`config.mk`:
```
export PLATFORM = sky130hd
export DESIGN_NAME = ebls_lane_steer
export DESIGN_NICKNAME = d
export VERILOG_FILES = /design/src/hw/ebls_pkg.sv /design/src/hw/ebls_write_steer.sv /design/src/hw/ebls_lane_steer.sv
export SDC_FILE = /design/constraint.sdc
export NUM_CORES = 1
export LEC_CHECK = 0
export ABC_AREA = 1
export ABC_CLOCK_PERIOD_IN_PS = 5500
export BUFFER_PORTS_ARGS = -buffer_cell sky130_fd_sc_hd__buf_2
export CORE_ASPECT_RATIO = 0.7
export CORE_MARGIN = 5
export CORE_UTILIZATION = 40
export CTS_BUF_LIST = sky130_fd_sc_hd__clkbuf_4
export DETAILED_ROUTE_END_ITERATION = 16
export GPL_TIMING_DRIVEN = 0
export PLACE_DENSITY = 0.75
export SLEW_MARGIN = 20
export SYNTH_ARGS = -nofsm -noshare
export SYNTH_HDL_FRONTEND = slang
export SYNTH_SLANG_ARGS = --single-unit
```
`constraint.sdc`:
```
create_clock -name clock -period 5.5 [get_ports clock]
set_input_delay 1.1 -clock clock [delete_from_list [all_inputs] [get_ports clock]]
set_output_delay 1.1 -clock clock [all_outputs]
set_load 0.02 [all_outputs]
```
`src/hw/ebls_pkg.sv`:
```
// Shared types and constants for the external bus byte-lane steering block
package ebls_pkg;

    // ------------------------------------------------------------------
    // System transfer sizes
    // ------------------------------------------------------------------
    localparam logic [2:0] EBLS_SIZE_BYTE  = 3'h0;
    localparam logic [2:0] EBLS_SIZE_HALF  = 3'h1;
    localparam logic [2:0] EBLS_SIZE_WORD  = 3'h2;
    localparam logic [2:0] EBLS_SIZE_DWORD = 3'h3;

    // ------------------------------------------------------------------
    // Active-low lane select patterns, 32-bit bus
    // ------------------------------------------------------------------
    localparam logic [3:0] EBLS_BLS_ALL    = 4'h0;
    localparam logic [3:0] EBLS_BLS_UPHALF = 4'h3;
    localparam logic [3:0] EBLS_BLS_LOHALF = 4'hC;
    localparam logic [3:0] EBLS_BLS_NONE   = 4'hF;
    // 8-bit bus: lane 0 active, unused lanes masked
    localparam logic [3:0] EBLS_BLS_NARROW = 4'hE;

    // ------------------------------------------------------------------
    // Beat counts and reset values
    // ------------------------------------------------------------------
    localparam logic [3:0] EBLS_BEATS_ONE   = 4'h1;
    localparam logic [3:0] EBLS_BEATS_TWO   = 4'h2;
    localparam logic [3:0] EBLS_BEATS_FOUR  = 4'h4;
    localparam logic [3:0] EBLS_BEATS_EIGHT = 4'h8;
    localparam logic [2:0] EBLS_ADDR_TOP    = 3'h7;
    localparam logic [2:0] EBLS_ADDR_RST    = 3'h0;
    localparam logic [31:0] EBLS_DATA32_RST = 32'h0000_0000;
    localparam logic [63:0] EBLS_DATA64_RST = 64'h0000_0000_0000_0000;

    // ------------------------------------------------------------------
    // Carriers
    // ------------------------------------------------------------------
    typedef struct packed {
        logic        readBe8;   // 1: big-endian read, 8-bit bus
        logic [2:0]  size;
        logic [2:0]  addr;
        logic [63:0] wdata;
    } ebls_req_t;

    typedef struct packed {
        logic [2:0]  addr;
        logic [3:0]  blsN;
        logic [31:0] data;
    } ebls_beat_t;

    typedef enum logic [1:0] {
        EBLS_IDLE,
        EBLS_XFER,
        EBLS_RESP
    } ebls_state_t;

endpackage

```
`src/hw/ebls_write_steer.sv`:
```
// Little-endian write lane steering onto a 32-bit external bus
`timescale 1ns/1ps
module ebls_write_steer
    import ebls_pkg::*;
(
    input  wire logic [2:0]  size,
    input  wire logic [2:0]  addr,
    input  wire logic        upperWord,
    input  wire logic [63:0] wdata,
    output logic      [3:0]  blsN,
    output logic      [31:0] laneData
);

    wire logic [31:0] wordSel;
    wire logic [3:0]  byteBls;
    wire logic [3:0]  halfBls;
    wire logic [31:0] laneMask;

    // ------------------------------------------------------------------
    // Word choice and lane patterns
    // ------------------------------------------------------------------
    assign wordSel = upperWord ? wdata[63:32] : wdata[31:0];
    assign halfBls = addr[1] ? EBLS_BLS_UPHALF : EBLS_BLS_LOHALF;
    assign byteBls = ~(4'h1 << addr[1:0]);

    always_comb begin
        unique case (size)
            EBLS_SIZE_BYTE: blsN = byteBls;
            EBLS_SIZE_HALF: blsN = halfBls;
            default:        blsN = EBLS_BLS_ALL;
        endcase
    end

    // Masked lanes carry zero; a zero select enables its lane
    assign laneMask = {{8{~blsN[3]}}, {8{~blsN[2]}},
                       {8{~blsN[1]}}, {8{~blsN[0]}}};
    assign laneData = wordSel & laneMask;

endmodule

```
`src/hw/ebls_lane_steer.sv`:
```
// Byte-lane steering sequencer between a 64-bit system word and a narrow bus
`timescale 1ns/1ps
// What this block does
// - LE word write, address bit 2 set: bits 63:32 out, all four lanes on.
// - LE word write, address bit 2 clear: bits 31:0 out, all lanes on.
// - LE doubleword write: two transfers, upper then lower, all lanes on.
// - LE halfword write, address bit 1 set: lanes 31:16, selects 0011.
// - LE halfword write, address bit 1 clear: lanes 15:0, selects 1100.
// - LE byte write at 11: lane 31:24, selects 0111.
// - LE byte write at 10: lane 23:16, selects 1011.
// - LE byte write at 01: lane 15:8, selects 1101.
// - LE byte write at 00: lane 7:0, selects 1110.
// - BE doubleword read, 8-bit bus: eight bytes, addresses 111 down to 000.
// - BE word read, 8-bit bus: four bytes, x11 down to x00, select 0.
// - BE halfword read, 8-bit bus: two bytes at that halfword's addresses.
// - BE upper-word bytes 111..100 land in lanes 39:32 up to 63:56.
// - BE lower-word bytes 011..000 land in lanes 7:0 up to 31:24.
// - BE byte read: select held 0, address taken from system address.
module ebls_lane_steer
    import ebls_pkg::*;
(
    input  wire logic        clock,
    input  wire logic        srst,
    // System request side
    input  wire logic        reqValid,
    output logic             reqReady,
    input  wire ebls_req_t   req,
    output logic             rspValid,
    output logic             rspError,
    output logic      [63:0] rspData,
    // External memory side
    output logic             extValid,
    output logic             extWrite,
    input  wire logic        extAck,
    output logic      [2:0]  external_address_out,
    output logic      [3:0]  byte_lane_select_n,
    output logic      [31:0] external_data_bus_out,
    output logic             external_data_bus_oe,
    input  wire logic [31:0] external_data_bus_in
);

    // ------------------------------------------------------------------
    // Helper functions
    // ------------------------------------------------------------------
    // System byte lane of a big-endian byte read from the 8-bit bus
    function automatic logic [2:0] beLane(input logic [2:0] a);
        beLane = {a[2], ~a[1], ~a[0]};
    endfunction

    // First external address of a big-endian read sequence
    function automatic logic [2:0] beStart(input logic [2:0] sz,
                                           input logic [2:0] a);
        unique case (sz)
            EBLS_SIZE_DWORD: beStart = EBLS_ADDR_TOP;
            EBLS_SIZE_WORD:  beStart = {a[2], 2'b11};
            EBLS_SIZE_HALF:  beStart = {a[2:1], 1'b1};
            default:         beStart = a;
        endcase
    endfunction

    // Number of external transfers for a request
    function automatic logic [3:0] beatCount(input logic rd,
                                             input logic [2:0] sz);
        if (rd) begin
            unique case (sz)
                EBLS_SIZE_DWORD: beatCount = EBLS_BEATS_EIGHT;
                EBLS_SIZE_WORD:  beatCount = EBLS_BEATS_FOUR;
                EBLS_SIZE_HALF:  beatCount = EBLS_BEATS_TWO;
                default:         beatCount = EBLS_BEATS_ONE;
            endcase
        end else begin
            if (sz == EBLS_SIZE_DWORD) begin
                beatCount = EBLS_BEATS_TWO;
            end else begin
                beatCount = EBLS_BEATS_ONE;
            end
        end
    endfunction

    // ------------------------------------------------------------------
    // State
    // ------------------------------------------------------------------
    ebls_state_t state;
    ebls_state_t next_state;
    ebls_req_t   held;
    logic [3:0]  beatsLeft;
    logic [63:0] readData;
    logic        errFlag;
    ebls_beat_t  beat;

    // ------------------------------------------------------------------
    // Request acceptance and sequence decode
    // ------------------------------------------------------------------
    wire logic        inIdle;
    wire logic        inXfer;
    wire logic        take;
    wire logic        sizeBad;
    wire logic        beatDone;
    wire logic        lastBeat;
    wire ebls_req_t   src;
    wire logic        srcUpper;
    wire logic [2:0]  nextReadAddr;
    wire logic [3:0]  wrBlsN;
    wire logic [31:0] wrData;
    wire ebls_beat_t  next_beat;
    wire logic [2:0]  capLane;

    assign inIdle   = (state == EBLS_IDLE);
    assign inXfer   = (state == EBLS_XFER);
    assign reqReady = inIdle;
    assign take     = inIdle & reqValid;
    assign sizeBad  = req.size[2];
    assign beatDone = inXfer & extAck;
    assign lastBeat = (beatsLeft == EBLS_BEATS_ONE);

    // Steering source: incoming request for beat one, held one later
    assign src = inIdle ? req : held;

    // Doubleword write sends upper word first, then lower
    assign srcUpper = inIdle
                    ? ((req.size == EBLS_SIZE_DWORD) | req.addr[2])
                    : 1'b0;

    // Read address walks downward from the sequence start
    assign nextReadAddr = inIdle ? beStart(req.size, req.addr)
                                 : beat.addr - 3'h1;

    ebls_write_steer u_write_steer (
        .size      (src.size),
        .addr      (src.addr),
        .upperWord (srcUpper),
        .wdata     (src.wdata),
        .blsN      (wrBlsN),
        .laneData  (wrData)
    );

    // 32-bit bus carries the word select in address bit 2
    assign next_beat.addr = src.readBe8 ? nextReadAddr
                                        : {srcUpper, 2'b00};
    assign next_beat.blsN = src.readBe8 ? EBLS_BLS_NARROW
                                        : wrBlsN;
    assign next_beat.data = src.readBe8 ? EBLS_DATA32_RST : wrData;

    assign capLane = beLane(beat.addr);

    // ------------------------------------------------------------------
    // Sequencer
    // ------------------------------------------------------------------
    always_comb begin
        next_state = state;
        unique case (state)
            EBLS_IDLE: begin
                if (reqValid) begin
                    next_state = sizeBad ? EBLS_RESP : EBLS_XFER;
                end
            end
            EBLS_XFER: begin
                if (extAck && lastBeat) begin
                    next_state = EBLS_RESP;
                end
            end
            EBLS_RESP: begin
                next_state = EBLS_IDLE;
            end
            default: begin
                next_state = EBLS_IDLE;
            end
        endcase
    end

    always_ff @(posedge clock) begin
        if (srst) begin
            state <= EBLS_IDLE;
        end else begin
            state <= next_state;
        end
    end

    // Request hold and beat counter
    always_ff @(posedge clock) begin
        if (srst) begin
            held      <= '0;
            beatsLeft <= 4'h0;
            errFlag   <= 1'b0;
        end else if (take) begin
            held      <= req;
            beatsLeft <= beatCount(req.readBe8, req.size);
            errFlag   <= sizeBad;
        end else if (beatDone) begin
            beatsLeft <= beatsLeft - 4'h1;
        end
    end

    // Registered external beat: loaded on legal accept and on each ack but the last
    always_ff @(posedge clock) begin
        if (srst) begin
            beat <= '{addr: EBLS_ADDR_RST, blsN: EBLS_BLS_NONE,
                      data: EBLS_DATA32_RST};
        end else if ((take && !sizeBad) || (beatDone && !lastBeat)) begin
            beat <= next_beat;
        end else if (beatDone || take) begin
            beat.blsN <= EBLS_BLS_NONE;
            beat.data <= EBLS_DATA32_RST;
        end
    end

    // ------------------------------------------------------------------
    // Read assembly: each byte lands in its big-endian lane
    // ------------------------------------------------------------------
    always_ff @(posedge clock) begin
        if (srst) begin
            readData <= EBLS_DATA64_RST;
        end else if (take) begin
            readData <= EBLS_DATA64_RST;
        end else if (beatDone && held.readBe8) begin
            readData[capLane*8 +: 8] <= external_data_bus_in[7:0];
        end
    end

    // ------------------------------------------------------------------
    // Outputs
    // ------------------------------------------------------------------
    assign extValid              = inXfer;
    assign extWrite              = inXfer & ~held.readBe8;
    assign external_address_out  = beat.addr;
    assign byte_lane_select_n    = inXfer ? beat.blsN : EBLS_BLS_NONE;
    assign external_data_bus_out = beat.data;
    assign external_data_bus_oe  = inXfer & ~held.readBe8;
    assign rspValid              = (state == EBLS_RESP);
    assign rspError              = rspValid & errFlag;
    assign rspData               = readData;

endmodule

```
== Word-level counts from Yosys, hierarchy flattened ==
Cells that the tools add are included.

* Bits in registers: 181
* Input bits: 107
* Output and inout port bits: 109
* Word-level logic and storage cells: 77

* $add $sub $neg: 3
* Equality and inequality tests: 9
* Shift operators: 3
* Multiplexer cells: 23
* Bitwise operators: 14
* Reduce and logical (&&, ||, !) cells: 14

{| class="wikitable"
|+ Operator list
! operator !! number
|-
| $mux W36 || 2
|-
| $mux W71 || 1
|-
| $bwmux W64 || 1
|-
| $mux W32 || 2
|-
| $shift A8 B34 Y64 const A || 1
|-
| $shiftx A8 B34 Y64 || 1
|-
| $neg A6 Y34 || 1
|-
| $and A32 B32 Y32 || 1
|-
| $mux W4 || 6
|-
| $pmux W4 S3 || 1
|-
| $pmux W3 S3 || 1
|-
| $mux W2 || 4
|-
| $pmux W4 S2 || 1
|-
| $not A1 Y1 || 7
|-
| $eq A3 B1 Y1 const B || 2
|-
| $eq A3 B2 Y1 const B || 2
|-
| $mux W3 || 2
|-
| $and A1 B1 Y1 || 4
|-
| $eq A4 B1 Y1 const B || 1
|-
| $logic_and A1 B1 Y1 || 4
|-
| $not A4 Y4 || 1
|-
| $pmux W2 S2 || 1
|-
| $reduce_bool A2 Y1 || 2
|-
| $shl A1 B2 Y4 const A || 1
|-
| other kinds (14) || 16
|}

== Longest topological paths before layout ==
* Depth in word-level cells: 9
* Depth in mapped cells: 11
* Gate-level depth less buffers: 10

== Cells and area by module ==
A second synthesis with hierarchy kept.

* Cells, all modules: 1469
* Area, all modules: 9554.2 um^2

{| class="wikitable"
|+ Modules (own cells, without submodules)
! module !! times used !! cells an instance !! area each (um^2) !! sequential area each (um^2)
|-
| ebls_lane_steer || 1 || 1269 || 8683.3 || 3603.5
|-
| ebls_write_steer || 1 || 200 || 870.8 || 0.0
|}

== Least setup slack after synthesis ==
No wires, ideal clock.

* Kind: input port to flip-flop
* Start point: in req[69] (netlist bit)
* End point: reg beat, in the netlist external_data_bus_out[6]
* Library setup time: 0.132 ns
* Arrival time: 2.150 ns
* Data required time: 5.368 ns
* Slack: 3.218 ns
* Stages on the path: 8
* Buffers on the path: 1
* Path through: inv_2 > nand3_1 > nand2_1 > nand2_2 > clkbuf_1 > or2_2 > nand3_1 > a21oi_1

* Word-level cells in the longest chain between the ends: 7
* Elaborated cells between the ends (all ways): 16
* Classes of those cells: eq/ne (2); mux (6); bitwise (3); reduce/logical (5)

{| class="wikitable"
|+ Ends and longest elaborated chain
! element !! RTL line !! text
|-
| from (decl) || ebls_lane_steer.sv:27 || <nowiki>input wire ebls_req_t req,</nowiki>
|-
| $mux W71 / $eq A3 B2 Y1 (equally long branches) || ebls_lane_steer.sv:117, ebls_lane_steer.sv:121 ||
|-
| $eq A3 B1 Y1, or another cell as far along || ebls_write_steer.sv:27 || <nowiki>unique case (size)</nowiki>
|-
| $pmux W4 S2 / $mux W1 (equally long branches) || ebls_write_steer.sv:27, ebls_lane_steer.sv:121 ||
|-
| $not A1 Y1 / $mux W32 (equally long branches) || ebls_write_steer.sv:36, ebls_write_steer.sv:22 ||
|-
| $and A32 B32 Y32 || ebls_write_steer.sv:37 || <nowiki>assign laneData = wordSel & laneMask;</nowiki>
|-
| $mux W32 || ebls_lane_steer.sv:142 || <nowiki>assign next_beat.data = src.readBe8 ? EBLS_DATA32_RST : wrData;</nowiki>
|-
| $mux W36 || ebls_lane_steer.sv:199 || <nowiki>end else if ((take && !sizeBad) || (beatDone && !lastBeat)) begin</nowiki>
|-
| to (signal assigned) || ebls_lane_steer.sv:197 || <nowiki>beat <= '{addr: EBLS_ADDR_RST, blsN: EBLS_BLS_NONE,</nowiki>
|-
| to (signal assigned) || ebls_lane_steer.sv:200 || <nowiki>beat <= next_beat;</nowiki>
|-
| to (decl) || ebls_lane_steer.sv:89 || <nowiki>ebls_beat_t beat;</nowiki>
|}

Several ways; a longest one is shown, not always the timed one.
A chain may end at the register's enable or synchronous reset.

== Final worst setup path ==
* Start point: reg state[0]
* End point: out reqReady

* Word-level cells in the longest chain between the ends: 1

{| class="wikitable"
|+ Ends and longest elaborated chain
! element !! RTL line !! text
|-
| from (decl) || ebls_lane_steer.sv:83 || <nowiki>ebls_state_t state;</nowiki>
|-
| from (signal assigned) || ebls_lane_steer.sv:175 || <nowiki>state <= next_state;</nowiki>
|-
| $logic_not A2 Y1 || ebls_lane_steer.sv:108 || <nowiki>assign inIdle = (state == EBLS_IDLE);</nowiki>
|-
| to (decl) || ebls_lane_steer.sv:26 || <nowiki>output logic reqReady,</nowiki>
|}

Every way passes these cells.

==> impl_metrics.env <==
export IMPL_synth_largest_area_cell="dfxtp_1"
export IMPL_fin_tns_setup_ns=0
export IMPL_synthMuxAreaShare_pct=0
export IMPL_cts_setup_buffers=0
export IMPL_die_width_um=168
export IMPL_relSlewSlack_pct=57.3
export IMPL_ctsHtreeMaxLevel=4
export IMPL_die_area_sq_um=20300
export IMPL_crit_arrival_ns=1.91
export IMPL_synthAdderAreaFrac_pct=1.43
export IMPL_placementRows=40
export IMPL_drt_wl_total_um=21600
export IMPL_fillers=1772
export IMPL_io_buffer_count=190
export IMPL_cts_buffer_depth=2
export IMPL_min_period_ns=3.01
export IMPL_synth_area_sq_um=7020
export IMPL_fin_ws_ns=2.49
export IMPL_critical_path_top_delay_family="buffers and inverters"
export IMPL_cts_root_buf="clkbuf_4"
export IMPL_finalSetupViolations=0
export IMPL_finalClockSkew_ns=0.0175
export IMPL_status="completed"
export IMPL_start_kind="flip-flop"
export IMPL_hold_class="flip-flop to flip-flop"
export IMPL_yosys_area_top_type_share_pct=41.9
export IMPL_drv_slew=0
export IMPL_final_nets=1307
export IMPL_p_leak_uw=0.00400
export IMPL_clk_latency_ns=0.56
export IMPL_power_density_nw_per_um2=281
export IMPL_synth_compound_area_share_pct=17.0
export IMPL_synth_net_count=1098
export IMPL_postCtsHoldBufs=0
export IMPL_post_route_drc_count=0
export IMPL_fmax_mhz=332
export IMPL_cp_max_fo=10
export IMPL_synth_ff_type="dfxtp_1"
export IMPL_synth_xor_area_share_pct=0.125
export IMPL_crit_slowest_cell="dfxtp_1"
export IMPL_path_cells="nor2_4, buf_4, buf_2, buf_2"
export IMPL_clkTransAtPathRegs_ns=0.13
export IMPL_synth_area_per_cell_sq_um=7.14
export IMPL_boundaryPins=216
export IMPL_synth_seq_cells=147
export IMPL_endpoint_kind="output pin"
export IMPL_place_ws_ns=2.71
export IMPL_synthCells=983
export IMPL_wl_per_cell_um=15.0
export IMPL_syn_to_final_growth_pct=21.9
export IMPL_grt_ovfl_total=0
export IMPL_rsz0062_at_grt="no"
export IMPL_cts_sinks=147
export IMPL_drive_above_1_share_pct=28.0
export IMPL_synth_cell_types=39
export IMPL_critPathKind="flip-flop to output pin"
export IMPL_vias=7257
export IMPL_cts_resized=0
export IMPL_yosysSeqAreaShare_pct=41.9
export IMPL_grt_pass1_wl_um=33900
export IMPL_cts_tree="yes"
export IMPL_grt_pass1_vias=6594
export IMPL_peakVddDrop_mv=0.127
export IMPL_track_usage_pct=20.8
export IMPL_synth_warnings=0
export IMPL_cp_required_ns=4.40
export IMPL_dpl_hpwl_um=16800
export IMPL_yosysMostFrequentCell="nor2_1"
export IMPL_maxCapViolCount=0
export IMPL_cts_buffers=17
export IMPL_synth_top_family_by_area="simple AND/OR/NAND/NOR gates"
export IMPL_viasPerCell=5.05
export IMPL_first_pass_iters=5
export IMPL_gp_congestion=0.965
export IMPL_synthArstFlopShare_pct=0
export IMPL_initial_core_util_pct=40.8
export IMPL_ant_nets=0
export IMPL_crit_buf_inv=3
export IMPL_critical_path_most_common_cell="buf_2"
export IMPL_hold_violations=0
export IMPL_critPathMaxStageDelay_ns=0.40
export IMPL_tightestPinTransition_ns=0.641
export IMPL_antenna_found_initial=1
export IMPL_grt_max_degree=17
export IMPL_drt_iter0_drc=680
export IMPL_fp_dieH_um=121
export IMPL_fin_crit_sh_pct=54.8
export IMPL_synthSimpleGateAreaFrac_pct=28.0
export IMPL_fp_coreArea_sq_um=17200
export IMPL_ys_top_cells_by_area="dfxtp_1, nor2_1, o21ai_0"
export IMPL_ys_top_cells_by_count="nor2_1, dfxtp_1, nand2_1"
export IMPL_synth_edf_count=0
[area by class of cell]
class / instances / area [sq um] / share of cell area [%]
timing repair buffer: 190 / 951 / 11.1
buffer: 84 / 512 / 5.98
clock buffer: 18 / 135 / 1.58
multi-input combinational: 673 / 3270 / 38.2
antenna: 1 / 2.50 / 0.0292
sequential: 147 / 2940 / 34.4
inverter: 79 / 297 / 3.46
tap: 231 / 289 / 3.38
clock inverter: 14 / 161 / 1.89
[registers in the layout (all words and copies together) (netlist names)]
register               flops
rspData                   64
held                      38
external_data_bus_out     32
beat                       4
beatsLeft                  4
external_address_out       3
state                      2
[worst reg2reg max path, cell delays in order, from the launching register on]
cell and delay [ns]:
dfxtp_1 0.50, inv_1 0.16, ha_1 0.30, buf_2 0.21
clkinv_1 0.27, clkbuf_1 0.32, nor3_1 0.48, o21ai_0 0.23
nor2_1 0.12
[logic make-up (layout without fill, tap and decap cells)]
kind of cell,count (synthesis),count (layout)
DFF,147,147
adders and majority gates,8,8
other,0,1
xor gates and xnor gates,1,1
AOI/OAI and AO/OA,219,219
and+or+nand+nor,445,445
buffers and inverters,163,385
[cells in the final DEF (no fill, tap or decap), drive strengths merged]
cell / instances
diode: 1
or2: 12
nor2: 212
nor3: 19
clkbuf: 42
nand3b: 7
bufinv: 3
buf: 250
o221ai: 2
xor2: 1
a31oi: 3
o211ai: 1
and3: 1
ha: 8
inv: 78
o22ai: 33
o21ai: 128
dfxtp: 147
a21oi: 52
nand4: 7
nand3: 26
clkinv: 10
nand2: 161
clkinvlp: 2
[stage by stage]
stage	util [%]	instances	instance area, sq um	power, uW	hold slack [ns]
after floorplan	-	983	7020	1530	0.434
after global placement	48.0	1404	8260	1680	0.446
after detailed placement	48.0	1404	8260	1690	0.455
after CTS	49.7	1436	8560	2410	0.475
after global routing	49.7	1437	8560	2530	0.488
final	49.7	1437	8560	2410	0.475
[final timing paths]
kind / slack (ns) / cells after the start / end / startpoint
hold / removal: 0.48 / 2 / external_data_bus_out[24] / external_data_bus_out[24]
setup / recovery: 2.49 / 4 / reqReady / state[0]
hold reg to reg: 0.48 / 2 / external_data_bus_out[24] / external_data_bus_out[24]
setup reg to reg: 2.86 / 8 / rspData[13] / external_address_out[0]
[routing by layer]
metal	part of all wire, %	up-vias	routed length (um)	GRT usage (%)
met5	0	-	0	0
met4	1.1	0	235	4.41
met3	9.9	18	2130	7.07
met2	40	306	8720	28.7
met1	49	3350	10500	31.2
li1	-	3583	-	-
[report_power, final]
group,leakage (uW),internal [uW],switching (uW)
clock network,0.000155,318,411
registers,0.00119,1110,23.8
logic,0.00265,181,369
total,0.00400,1610,803
Note: power is estimated with default switching activity, not from simulation.
